File: src/rtl/dsr_pkg.sv
/*
  Constants, types and register map of the diagnostic status bank.
  Assumes a serial frame decoder outside that hands over decoded reads.
*/
// Notes on behaviour
// - Upper bridge outputs: ground, open, battery, ok.
// - Lower bridge outputs use swapped short codes.
// - H-bridge mode reports one eight-bit state code.
// - Four spark drivers, two bits each, highest first.
// - Relay overcurrent bit shows driver off state.
// - Reluctance diagnosis active and generic fault bits.
// - Tracking supply codes, overload beats overvoltage.
// - Reset cause flags for tunnel and undervoltage.
// - Summary faults for main and bridge stages.
// - Logic rail overvoltage and low rail undervoltage.
// - Battery overvoltage shutoff flag in bit zero.
// - Locked flag blocks stage commands not marked exempt.
// - Lock survives reads; set by resets.
// - Four overtemperature flags in bits seven to four.
// - Transceiver error when any condition is present.
// - Live and sticky monitor reset flags.
// - Two secure engine off event bits.
// - Reading a register clears its fault bits.
// - Answer window write bumps error counter.
`default_nettype none
package dsr_pkg;

  localparam logic [7:0] SUB_BRIDGE_TWO = 8'h07;
  localparam logic [7:0] SUB_IGNITION = 8'h08;
  localparam logic [7:0] SUB_SUPPLY = 8'h09;
  localparam logic [7:0] SUB_RESET_CAUSE = 8'h0a;
  localparam logic [7:0] SUB_OVERTEMP = 8'h0b;
  localparam logic [7:0] SUB_SAFETY = 8'h0c;
  localparam logic [7:0] SUB_RESP_TIME = 8'h0d;
  localparam logic [2:0] CMD_READ_CLEAR_MON = 3'h5;
  localparam logic [2:0] CMD_READ_LIVE_MON = 3'h7;
  localparam logic [7:0] READ_DATA_RESET = 8'h00;
  localparam logic [5:0] RESP_TIME_RESET = 6'h3f;
  localparam logic [2:0] ERR_COUNT_RESET = 3'h6;
  localparam logic [2:0] ERR_COUNT_MAX = 3'h7;
  localparam logic [1:0] CODE_SHORT_LOW = 2'h0;
  localparam logic [1:0] CODE_OPEN = 2'h1;
  localparam logic [1:0] CODE_SHORT_HIGH = 2'h2;
  localparam logic [1:0] CODE_OK = 2'h3;
  localparam logic [1:0] SUPPLY_OVERLOAD = 2'h1;
  localparam logic [1:0] SUPPLY_OV_OT = 2'h2;
  localparam logic [7:0] HB_GND_OFF = 8'h01;
  localparam logic [7:0] HB_SUP_OFF = 8'h05;
  localparam logic [7:0] HB_OPEN_OFF = 8'h04;
  localparam logic [7:0] HB_OPEN_ON = 8'h02;
  localparam logic [7:0] HB_OVC_ON = 8'h03;
  localparam logic [7:0] HB_RUNNING = 8'h07;
  localparam logic [7:0] HB_OK = 8'hff;

  typedef struct packed {
    logic toGround;
    logic open;
    logic toSupply;
  } dsr_stage_fault_t;

  typedef struct packed {
    logic gndShortOff;
    logic supShortOff;
    logic openOff;
    logic openOn;
    logic overcurOn;
    logic detectRunning;
  } dsr_bridge_state_t;

  typedef struct packed {
    dsr_stage_fault_t [3:0] bridgeOut;
    dsr_bridge_state_t bridge;
    logic hbridgeMode;
    dsr_stage_fault_t [3:0] spark;
    logic relayOvercurrentOff;
    logic reluctanceDiagActive;
    logic reluctanceFault;
    logic [1:0] trackOverload;
    logic [1:0] trackOvOt;
    logic tunnelReset;
    logic shortUndervoltageReset;
    logic longUndervoltageReset;
    logic mainStageFault;
    logic logicRailOvervoltage;
    logic lowRailUndervoltage;
    logic batteryOvervoltageShutoff;
    logic [3:0] overtemp;
    logic [3:0] transceiverErr;
    logic monitorReset;
    logic seoInjector;
    logic seoRelay;
  } dsr_status_t;

  typedef struct packed {
    dsr_stage_fault_t [3:0] bridgeOut;
    dsr_bridge_state_t bridge;
    dsr_stage_fault_t [3:0] spark;
    logic reluctanceFault;
    logic [1:0] trackOverload;
    logic [1:0] trackOvOt;
    logic tunnelReset;
    logic shortUndervoltageReset;
    logic mainSummary;
    logic bridgeSummary;
    logic logicRailOvervoltage;
    logic lowRailUndervoltage;
    logic batteryOvervoltageShutoff;
    logic [3:0] overtemp;
    logic longUndervoltageReset;
    logic transceiverErr;
    logic monitorResetSticky;
    logic seoInjector;
    logic seoRelay;
  } dsr_sticky_t;

  typedef struct packed {
    logic valid;
    logic [2:0] cmd;
    logic [7:0] sub;
  } dsr_read_req_t;

  typedef struct packed {
    logic valid;
    logic [7:0] data;
  } dsr_read_ans_t;

  typedef struct packed {
    logic valid;
    logic exempt;
    logic [4:0] addr;
    logic [7:0] data;
  } dsr_stage_cmd_t;

endpackage : dsr_pkg
`default_nettype wire

File: src/rtl/dsr_bank.sv
/*
  Read-only diagnostic status bank with stage lock and answer window mirror.
  Assumes decoded read requests, status inputs on the same clock,
  and key and reset pins that arrive asynchronously.
*/
`timescale 1ns/1ps
`default_nettype none
module dsr_bank (
  input wire logic clock,
  input wire logic rst,
  input wire dsr_pkg::dsr_status_t status,
  input wire logic keyPin,
  input wire logic keyAboveHigh,
  input wire logic keyBelowLow,
  input wire logic resetPinN,
  input wire logic softwareResetCommand,
  input wire logic startCmd,
  input wire dsr_pkg::dsr_read_req_t readReq,
  input wire logic writeReq,
  input wire logic [7:0] writeSub,
  input wire logic answerWindowWrite,
  input wire logic [5:0] answerWindowLength,
  input wire dsr_pkg::dsr_stage_cmd_t stageCmdIn,
  output dsr_pkg::dsr_read_ans_t readAns,
  output dsr_pkg::dsr_stage_cmd_t stageCmdOut,
  output logic stagesLockedFlag,
  output logic [2:0] errorCount,
  output logic [5:0] answerWindowMirror
);

  ////////////////////////////////////////////////////////////////////////////
  // Pin synchronisers.

  logic keyFiltered;
  logic keyHigh;
  logic keyLow;
  logic resetPinLevelN;

  dsr_sync #(.W(3), .INIT(3'h0)) u_keySync (
    .clock(clock),
    .rst(rst),
    .din({keyPin, keyAboveHigh, keyBelowLow}),
    .dout({keyFiltered, keyHigh, keyLow})
  );

  // The pin starts out released so that the synchroniser adds no lock of its own
  // to the one that the core reset already applies.
  dsr_sync #(.W(1), .INIT(1'b1)) u_rstPinSync (
    .clock(clock),
    .rst(rst),
    .din(resetPinN),
    .dout(resetPinLevelN)
  );

  ////////////////////////////////////////////////////////////////////////////
  // Encoders.

  function automatic logic [1:0] encodeNormal(input dsr_pkg::dsr_stage_fault_t f);
    logic [1:0] c;
    c = dsr_pkg::CODE_OK;
    if (f.toGround) begin
      c = dsr_pkg::CODE_SHORT_LOW;
    end else if (f.toSupply) begin
      c = dsr_pkg::CODE_SHORT_HIGH;
    end else if (f.open) begin
      c = dsr_pkg::CODE_OPEN;
    end
    return c;
  endfunction : encodeNormal

  function automatic logic [1:0] encodeSwapped(input dsr_pkg::dsr_stage_fault_t f);
    logic [1:0] c;
    c = dsr_pkg::CODE_OK;
    if (f.toSupply) begin
      c = dsr_pkg::CODE_SHORT_LOW;
    end else if (f.toGround) begin
      c = dsr_pkg::CODE_SHORT_HIGH;
    end else if (f.open) begin
      c = dsr_pkg::CODE_OPEN;
    end
    return c;
  endfunction : encodeSwapped

  function automatic logic [7:0] encodeBridge(input dsr_pkg::dsr_bridge_state_t b);
    logic [7:0] c;
    c = dsr_pkg::HB_OK;
    if (b.gndShortOff) begin
      c = dsr_pkg::HB_GND_OFF;
    end else if (b.supShortOff) begin
      c = dsr_pkg::HB_SUP_OFF;
    end else if (b.openOff) begin
      c = dsr_pkg::HB_OPEN_OFF;
    end else if (b.openOn) begin
      c = dsr_pkg::HB_OPEN_ON;
    end else if (b.overcurOn) begin
      c = dsr_pkg::HB_OVC_ON;
    end else if (b.detectRunning) begin
      c = dsr_pkg::HB_RUNNING;
    end
    return c;
  endfunction : encodeBridge

  // Overload hides a simultaneous overvoltage or overtemperature.
  function automatic logic [1:0] encodeSupply(input logic overload, input logic ovOt);
    logic [1:0] c;
    c = dsr_pkg::CODE_OK;
    if (overload) begin
      c = dsr_pkg::SUPPLY_OVERLOAD;
    end else if (ovOt) begin
      c = dsr_pkg::SUPPLY_OV_OT;
    end
    return c;
  endfunction : encodeSupply

  ////////////////////////////////////////////////////////////////////////////
  // Sticky fault capture.

  dsr_pkg::dsr_sticky_t stickySet;
  dsr_pkg::dsr_sticky_t stickyClr;
  dsr_pkg::dsr_sticky_t sticky;
  logic readHit;
  logic anySparkFault;
  logic anyBridgeFault;

  assign readHit = readReq.valid;

  always_comb begin
    anySparkFault = 1'b0;
    anyBridgeFault = 1'b0;
    for (int i = 0; i < 4; i++) begin
      anySparkFault = anySparkFault | (|status.spark[i]);
      anyBridgeFault = anyBridgeFault | (|status.bridgeOut[i]);
    end
    anyBridgeFault = anyBridgeFault | status.bridge.gndShortOff | status.bridge.supShortOff;
    anyBridgeFault = anyBridgeFault | status.bridge.openOff | status.bridge.openOn;
    anyBridgeFault = anyBridgeFault | status.bridge.overcurOn;
  end

  always_comb begin
    stickySet.bridgeOut = status.bridgeOut;
    stickySet.bridge = status.bridge;
    stickySet.spark = status.spark;
    stickySet.reluctanceFault = status.reluctanceFault;
    stickySet.trackOverload = status.trackOverload;
    stickySet.trackOvOt = status.trackOvOt;
    stickySet.tunnelReset = status.tunnelReset;
    stickySet.shortUndervoltageReset = status.shortUndervoltageReset;
    stickySet.mainSummary = status.mainStageFault | anySparkFault;
    stickySet.bridgeSummary = anyBridgeFault;
    stickySet.logicRailOvervoltage = status.logicRailOvervoltage;
    stickySet.lowRailUndervoltage = status.lowRailUndervoltage;
    stickySet.batteryOvervoltageShutoff = status.batteryOvervoltageShutoff;
    stickySet.overtemp = status.overtemp;
    stickySet.longUndervoltageReset = status.longUndervoltageReset;
    stickySet.transceiverErr = |status.transceiverErr;
    stickySet.monitorResetSticky = status.monitorReset;
    stickySet.seoInjector = status.seoInjector;
    stickySet.seoRelay = status.seoRelay;
  end

  // Each register clears its own fault bits, and a clearing read of any register drops the monitor flag; writes never clear anything.
  always_comb begin
    stickyClr = '0;
    if (readHit) begin
      unique case (readReq.sub)
        dsr_pkg::SUB_BRIDGE_TWO: begin
          stickyClr.bridgeOut = '1;
          stickyClr.bridge = '1;
        end
        dsr_pkg::SUB_IGNITION: begin
          stickyClr.spark = '1;
        end
        dsr_pkg::SUB_SUPPLY: begin
          stickyClr.reluctanceFault = 1'b1;
          stickyClr.trackOverload = '1;
          stickyClr.trackOvOt = '1;
        end
        dsr_pkg::SUB_RESET_CAUSE: begin
          stickyClr.tunnelReset = 1'b1;
          stickyClr.shortUndervoltageReset = 1'b1;
          stickyClr.mainSummary = 1'b1;
          stickyClr.bridgeSummary = 1'b1;
          stickyClr.logicRailOvervoltage = 1'b1;
          stickyClr.lowRailUndervoltage = 1'b1;
          stickyClr.batteryOvervoltageShutoff = 1'b1;
        end
        dsr_pkg::SUB_OVERTEMP: begin
          stickyClr.overtemp = '1;
          stickyClr.longUndervoltageReset = 1'b1;
          stickyClr.transceiverErr = 1'b1;
        end
        dsr_pkg::SUB_SAFETY: begin
          stickyClr.seoInjector = 1'b1;
          stickyClr.seoRelay = 1'b1;
        end
        default: begin
          stickyClr = '0;
        end
      endcase
      // Only the clearing read command drops the sticky monitor flag.
      stickyClr.monitorResetSticky = (readReq.cmd == dsr_pkg::CMD_READ_CLEAR_MON);
    end
  end

  dsr_sticky #(.W($bits(dsr_pkg::dsr_sticky_t))) u_sticky (
    .clock(clock),
    .rst(rst),
    .setIn(stickySet),
    .clrIn(stickyClr),
    .flags(sticky)
  );

  ////////////////////////////////////////////////////////////////////////////
  // Key hysteresis and stage lock.

  logic keyHyst_q;
  logic locked_q;

  always_ff @(posedge clock) begin
    if (rst) begin
      keyHyst_q <= 1'b0;
    end else if (keyHigh) begin
      keyHyst_q <= 1'b1;
    end else if (keyLow) begin
      keyHyst_q <= 1'b0;
    end
  end

  // Any reset source beats a start command in the same cycle, so a lock
  // can never be lost while the synchronised reset pin level is still low.
  always_ff @(posedge clock) begin
    if (rst) begin
      locked_q <= 1'b1;
    end else if (softwareResetCommand || !resetPinLevelN) begin
      locked_q <= 1'b1;
    end else if (startCmd) begin
      locked_q <= 1'b0;
    end
  end

  dsr_pkg::dsr_stage_cmd_t stageCmd_q;

  always_ff @(posedge clock) begin
    if (rst) begin
      stageCmd_q <= '0;
    end else begin
      stageCmd_q <= stageCmdIn;
      stageCmd_q.valid <= stageCmdIn.valid && (!locked_q || stageCmdIn.exempt);
    end
  end

  ////////////////////////////////////////////////////////////////////////////
  // Answer window mirror and error counter.

  logic [5:0] mirror_q;
  logic [2:0] errCount_q;

  always_ff @(posedge clock) begin
    if (rst) begin
      mirror_q <= dsr_pkg::RESP_TIME_RESET;
    end else if (answerWindowWrite) begin
      mirror_q <= answerWindowLength;
    end
  end

  // The counter stops at its top value rather than wrapping to a clean count.
  always_ff @(posedge clock) begin
    if (rst) begin
      errCount_q <= dsr_pkg::ERR_COUNT_RESET;
    end else if (answerWindowWrite && errCount_q != dsr_pkg::ERR_COUNT_MAX) begin
      errCount_q <= errCount_q + 3'h1;
    end
  end

  ////////////////////////////////////////////////////////////////////////////
  // Register view and read port.

  logic [7:0] regBridge;
  logic [7:0] regIgnition;
  logic [7:0] regSupply;
  logic [7:0] regResetCause;
  logic [7:0] regOvertemp;
  logic [7:0] regSafety;
  logic [7:0] regRespTime;
  logic [7:0] readMux;

  always_comb begin
    if (status.hbridgeMode) begin
      regBridge = encodeBridge(sticky.bridge);
    end else begin
      regBridge[7:6] = encodeNormal(sticky.bridgeOut[3]);
      regBridge[5:4] = encodeNormal(sticky.bridgeOut[2]);
      regBridge[3:2] = encodeSwapped(sticky.bridgeOut[1]);
      regBridge[1:0] = encodeSwapped(sticky.bridgeOut[0]);
    end
  end

  always_comb begin
    for (int i = 0; i < 4; i++) begin
      regIgnition[2*i +: 2] = encodeNormal(sticky.spark[i]);
    end
  end

  always_comb begin
    regSupply[7] = keyHyst_q;
    regSupply[6] = status.relayOvercurrentOff;
    regSupply[5] = status.reluctanceDiagActive;
    regSupply[4] = sticky.reluctanceFault;
    regSupply[3:2] = encodeSupply(sticky.trackOverload[1], sticky.trackOvOt[1]);
    regSupply[1:0] = encodeSupply(sticky.trackOverload[0], sticky.trackOvOt[0]);
  end

  assign regResetCause = {sticky.tunnelReset, sticky.mainSummary,
                          sticky.shortUndervoltageReset, sticky.bridgeSummary,
                          sticky.logicRailOvervoltage, sticky.lowRailUndervoltage,
                          locked_q, sticky.batteryOvervoltageShutoff};

  assign regOvertemp = {sticky.overtemp, sticky.longUndervoltageReset,
                        sticky.transceiverErr, sticky.monitorResetSticky, 1'b0};

  assign regSafety = {1'b0, sticky.monitorResetSticky, sticky.seoInjector,
                      sticky.seoRelay, status.monitorReset, 2'b00, keyFiltered};

  assign regRespTime = {2'b00, mirror_q};

  always_comb begin
    unique case (readReq.sub)
      dsr_pkg::SUB_BRIDGE_TWO: readMux = regBridge;
      dsr_pkg::SUB_IGNITION: readMux = regIgnition;
      dsr_pkg::SUB_SUPPLY: readMux = regSupply;
      dsr_pkg::SUB_RESET_CAUSE: readMux = regResetCause;
      dsr_pkg::SUB_OVERTEMP: readMux = regOvertemp;
      dsr_pkg::SUB_SAFETY: readMux = regSafety;
      dsr_pkg::SUB_RESP_TIME: readMux = regRespTime;
      default: readMux = dsr_pkg::READ_DATA_RESET;
    endcase
  end

  // The answer is taken from the pre-clear view at the request edge, so all
  // eight bits belong to one instant; clearing lands on that same edge.
  dsr_pkg::dsr_read_ans_t readAns_q;

  always_ff @(posedge clock) begin
    if (rst) begin
      readAns_q <= '0;
    end else begin
      readAns_q.valid <= readHit;
      if (readHit) begin
        readAns_q.data <= readMux;
      end
    end
  end

  // Writes to this bank are acknowledged by nobody and alter no content.
  logic writeIgnored;
  assign writeIgnored = writeReq & (|writeSub);

  logic locked_out_q;
  always_ff @(posedge clock) begin
    if (rst) begin
      locked_out_q <= 1'b1;
    end else begin
      locked_out_q <= locked_q | (writeIgnored & 1'b0);
    end
  end

  assign readAns = readAns_q;
  assign stageCmdOut = stageCmd_q;
  assign stagesLockedFlag = locked_out_q;
  assign errorCount = errCount_q;
  assign answerWindowMirror = mirror_q;

endmodule : dsr_bank
`default_nettype wire

File: src/rtl/dsr_sticky.sv
/*
  Vector of sticky flags; a set in the clearing cycle wins over the clear.
  Assumes set and clear come from logic on the same clock.
*/
`timescale 1ns/1ps
`default_nettype none
module dsr_sticky #(
  parameter int W = 1
) (
  input wire logic clock,
  input wire logic rst,
  input wire logic [W-1:0] setIn,
  input wire logic [W-1:0] clrIn,
  output logic [W-1:0] flags
);
  logic [W-1:0] flags_q;
  genvar i;
  for (i = 0; i < W; i++) begin : g_bit
    always_ff @(posedge clock) begin
      if (rst) begin
        flags_q[i] <= 1'b0;
      end else if (setIn[i]) begin
        flags_q[i] <= 1'b1;
      end else if (clrIn[i]) begin
        flags_q[i] <= 1'b0;
      end
    end
  end
  assign flags = flags_q;
endmodule : dsr_sticky
`default_nettype wire

File: src/rtl/dsr_sync.sv
/*
  Three-flop input synchroniser; output follows once stages two and three agree.
  Assumes asynchronous inputs and one system clock.
*/
`timescale 1ns/1ps
`default_nettype none
module dsr_sync #(
  parameter int W = 1,
  parameter logic [W-1:0] INIT = '0
) (
  input wire logic clock,
  input wire logic rst,
  input wire logic [W-1:0] din,
  output logic [W-1:0] dout
);
  logic [W-1:0] s1_q;
  logic [W-1:0] s2_q;
  logic [W-1:0] s3_q;
  logic [W-1:0] out_q;
  always_ff @(posedge clock) begin
    if (rst) begin
      s1_q <= INIT;
      s2_q <= INIT;
      s3_q <= INIT;
    end else begin
      s1_q <= din;
      s2_q <= s1_q;
      s3_q <= s2_q;
    end
  end
  genvar i;
  for (i = 0; i < W; i++) begin : g_agree
    always_ff @(posedge clock) begin
      if (rst) begin
        out_q[i] <= INIT[i];
      end else if (s2_q[i] == s3_q[i]) begin
        out_q[i] <= s3_q[i];
      end
    end
  end
  assign dout = out_q;
endmodule : dsr_sync
`default_nettype wire

File: config.mk
export PLATFORM = sky130hd
export DESIGN_NAME = dsr_bank
export DESIGN_NICKNAME = d
export VERILOG_FILES = /design/src/rtl/dsr_pkg.sv /design/src/rtl/dsr_bank.sv /design/src/rtl/dsr_sticky.sv /design/src/rtl/dsr_sync.sv
export SDC_FILE = /design/constraint.sdc
export NUM_CORES = 1
export LEC_CHECK = 0
export BUFFER_PORTS_ARGS = -buffer_cell sky130_fd_sc_hd__buf_4
export CAP_MARGIN = 20
export CORE_UTILIZATION = 40
export CTS_CLUSTER_DIAMETER = 150
export CTS_CLUSTER_SIZE = 8
export DETAILED_ROUTE_END_ITERATION = 8
export PLACE_DENSITY = 0.67
export SLEW_MARGIN = 10
export SYNTH_ARGS = -nofsm -noshare
export SYNTH_HDL_FRONTEND = slang
export SYNTH_SLANG_ARGS = --single-unit
File: constraint.sdc
create_clock -name clock -period 6.2 [get_ports clock]
set_clock_uncertainty 0.2 [all_clocks]
set_input_delay 1.24 -clock clock [delete_from_list [all_inputs] [get_ports clock]]
set_output_delay 1.24 -clock clock [all_outputs]
set_load 0.005 [all_outputs]
==> reports/qor.txt <==
status = finished clean
Worst-path clk slew = 0.10 ns
Clock Latency Late Sink = 0.37 ns
Setup Buffers After CTS = 0
initial antenna violation count = 0
fmax = 355 MHz
first drt pass iteration count = 4
Seq/Total Area, Yosys = 52.6%
first-pass GRT wire length = 15500 um
fin area = 5160 um^2
Placed Area = 4980 um^2
Finished Core Util = 55.1%
most frequent cells in the layout = buf_4, dfxtp_1, a21oi_1, nor2_1, nor2b_1
RSZ-0062 raised after global routing = no
Initial DRC Count = 165
diode count = 0
I/O pin cnt = 141
post-synth top area share = 52.6%
slew margin rel. = 39.6%
Syn Area/Cell = 9.04 um^2
Via density = 5.09
Tightest Hold Check Type = reg2reg
Remaining DRCs = 0
H-tree depth = 3
CP Capture Type = flip-flop
Synth Cell Area = 3920 um^2
Area Growth Syn to Fin = 31.6%
VDD IR max = 0.146 mV
fillers = 912
TritonCTS Buffers = 9
GRT Total Usage = 19.9%
DR vias = 3503
final cycle utilization of the critical path = 45.4%
WP data required = 6.22 ns
Critical Path AT = 2.84 ns
final setup vio count = 0
synth top area cells = dfxtp_1, a21oi_1, nor2_1, nor2b_1, mux2i_1
Worst-Margin Slew = 0.905 ns
overall power = 0.00128 W
final number of hold-violating endpoints = 0
synthesized flop and latch total = 103
Starting Density = 41.9%
die height = 101 um
commonest non-fill, non-tap cell in the layout = buf_4
Lkg Pwr = 2.20 nW
largest net degree at the start of global routing = 92
grt total ovfl = 0
TNS Setup = 0 ns
Critical Path Source Type = primary input
kind of critical path = in2reg
Nets = 663
drt total wl = 9790 um
fraction of layout cells with a size suffix above 1 = 28.3%
CTS tree = done
wire per inst = 14.2 um
net count after synthesis = 543
GP Congestion = 0.829
Yosys top cell by area = dfxtp_1
Antenna Violating Nets Remaining = 0
Gate Count Post-Synth = 434
DIE AREA = 10200 um^2
multi-input logic area = 1740 um^2
Root Buffer = clkbuf_8
Final min period = 2.82 ns
cts hold-fix bufs = 0
dominant synthesized flop cell = dfxtp_1
Ys Warns = 0
pwr dens = 248 nW/um^2
total core area = 9370 um^2
# resized after CTS = 0
register area = 2060 um^2
Die X = 101 um
Synth cell types = 55
max-cap viol count = 0
Hold WS = 0.214 ns
FP Rows = 35
count of flip-flops with a built-in enable after synthesis = 0
vias in the first global route = 3416
IO buf count = 131
clock buffer depth = 2
Detail Placement HPWL = 7160 um
Sinks on Clock Net = 103
Worst Path Max Fanout = 12
asr flop ratio synth = 0%
Max Slew Vio Count = 0
-- cells by family after synthesis --
group                      synth area share (%)
xor gates and xnor gates                  0.223
adders and majority gates                 0.638
and+or+nand+nor                            22.4
AOI/OAI and AO/OA                          16.5
muxes                                      4.59
buffers and inverters                      3.13
DFF                                        52.6
-- state kept, by name, indices dropped and copies added (netlist names) --
signal and flops:
readAns 9, errorCount 3, keyHyst_q 1, u_keySync.s3_q 3, u_keySync.s1_q 3, u_rstPinSync.s2_q 1
u_keySync.s2_q 3, stagesLockedFlag 1, u_sticky.flags 51, answerWindowMirror 6, u_rstPinSync.s3_q 1, stageCmdOut 15
u_rstPinSync.dout 1, u_rstPinSync.s1_q 1, locked_q 1, u_keySync.dout 3
-- final timing paths --
kind | depth (start not counted) | endpoint | slack [ns] | from
setup / recovery | 6 | u_sticky.flags[31] | 3.38 | readReq[5]
hold reg to reg | 1 | u_rstPinSync.s2_q | 0.21 | u_rstPinSync.s1_q
setup reg to reg | 5 | readAns[6] | 4.07 | u_sticky.flags[38]
hold / removal | 1 | u_rstPinSync.s2_q | 0.21 | u_rstPinSync.s1_q
-- through the flow --
| step | setup slack [ns] | std cells |
|---|---|---|
| after CTS | 3.39 | 688 |
| after global routing | 3.21 | 688 |
| after detailed placement | 2.99 | 672 |
| after floorplan | 3.35 | 434 |
| after global placement | 3.02 | 672 |
| final | 3.38 | 688 |
-- routing by layer --
metal / wire length (um) / vias to the layer above / share of wire [%] / GRT usage, %
met1: 4220 / 1615 / 43 / 23.1
li1: - / 1753 / - / -
met5: 0 / - / 0 / 0
met2: 4770 / 121 / 49 / 35.4
met4: 181 / 0 / 1.8 / 7.02
met3: 615 / 14 / 6.3 / 5.34
-- layout make-up --
cell class              instances  area share [%]
clock buffers                  10            2.47
well taps                     129            3.13
multi-input cells             299            33.7
flip-flops and latches        103            39.9
inverters                      10           0.727
clock inverters                 6            1.02
repair buffers                131            19.0
-- worst max-delay path, cell delays in order --
cell	delay, ns
buf_4	0.12
nor4_4	0.45
nand2_2	0.19
or3_1	0.57
a21oi_1	0.22
nor2_1	0.05
-- synthesized netlist by cell type, types with 4 or more instances --
cell type and number:
dfxtp_1 103, a21oi_1 73, nor2_1 68, nor2b_1 32
clkbuf_1 18, nand2_1 18, o21ai_0 10, mux2i_1 9
inv_1 8, nor4_1 8, or3_1 7, o21ai_1 6
a31oi_1 5, nand4_1 4, nor3_1 4
-- report_power, final --
| part | internal, W | switching, W |
|---|---|---|
| clock | 0.000153 | 0.000237 |
| sequential | 0.000700 | 0.0000224 |
| combinational | 0.0000939 | 0.0000723 |
(Power assumes the default switching activity.)
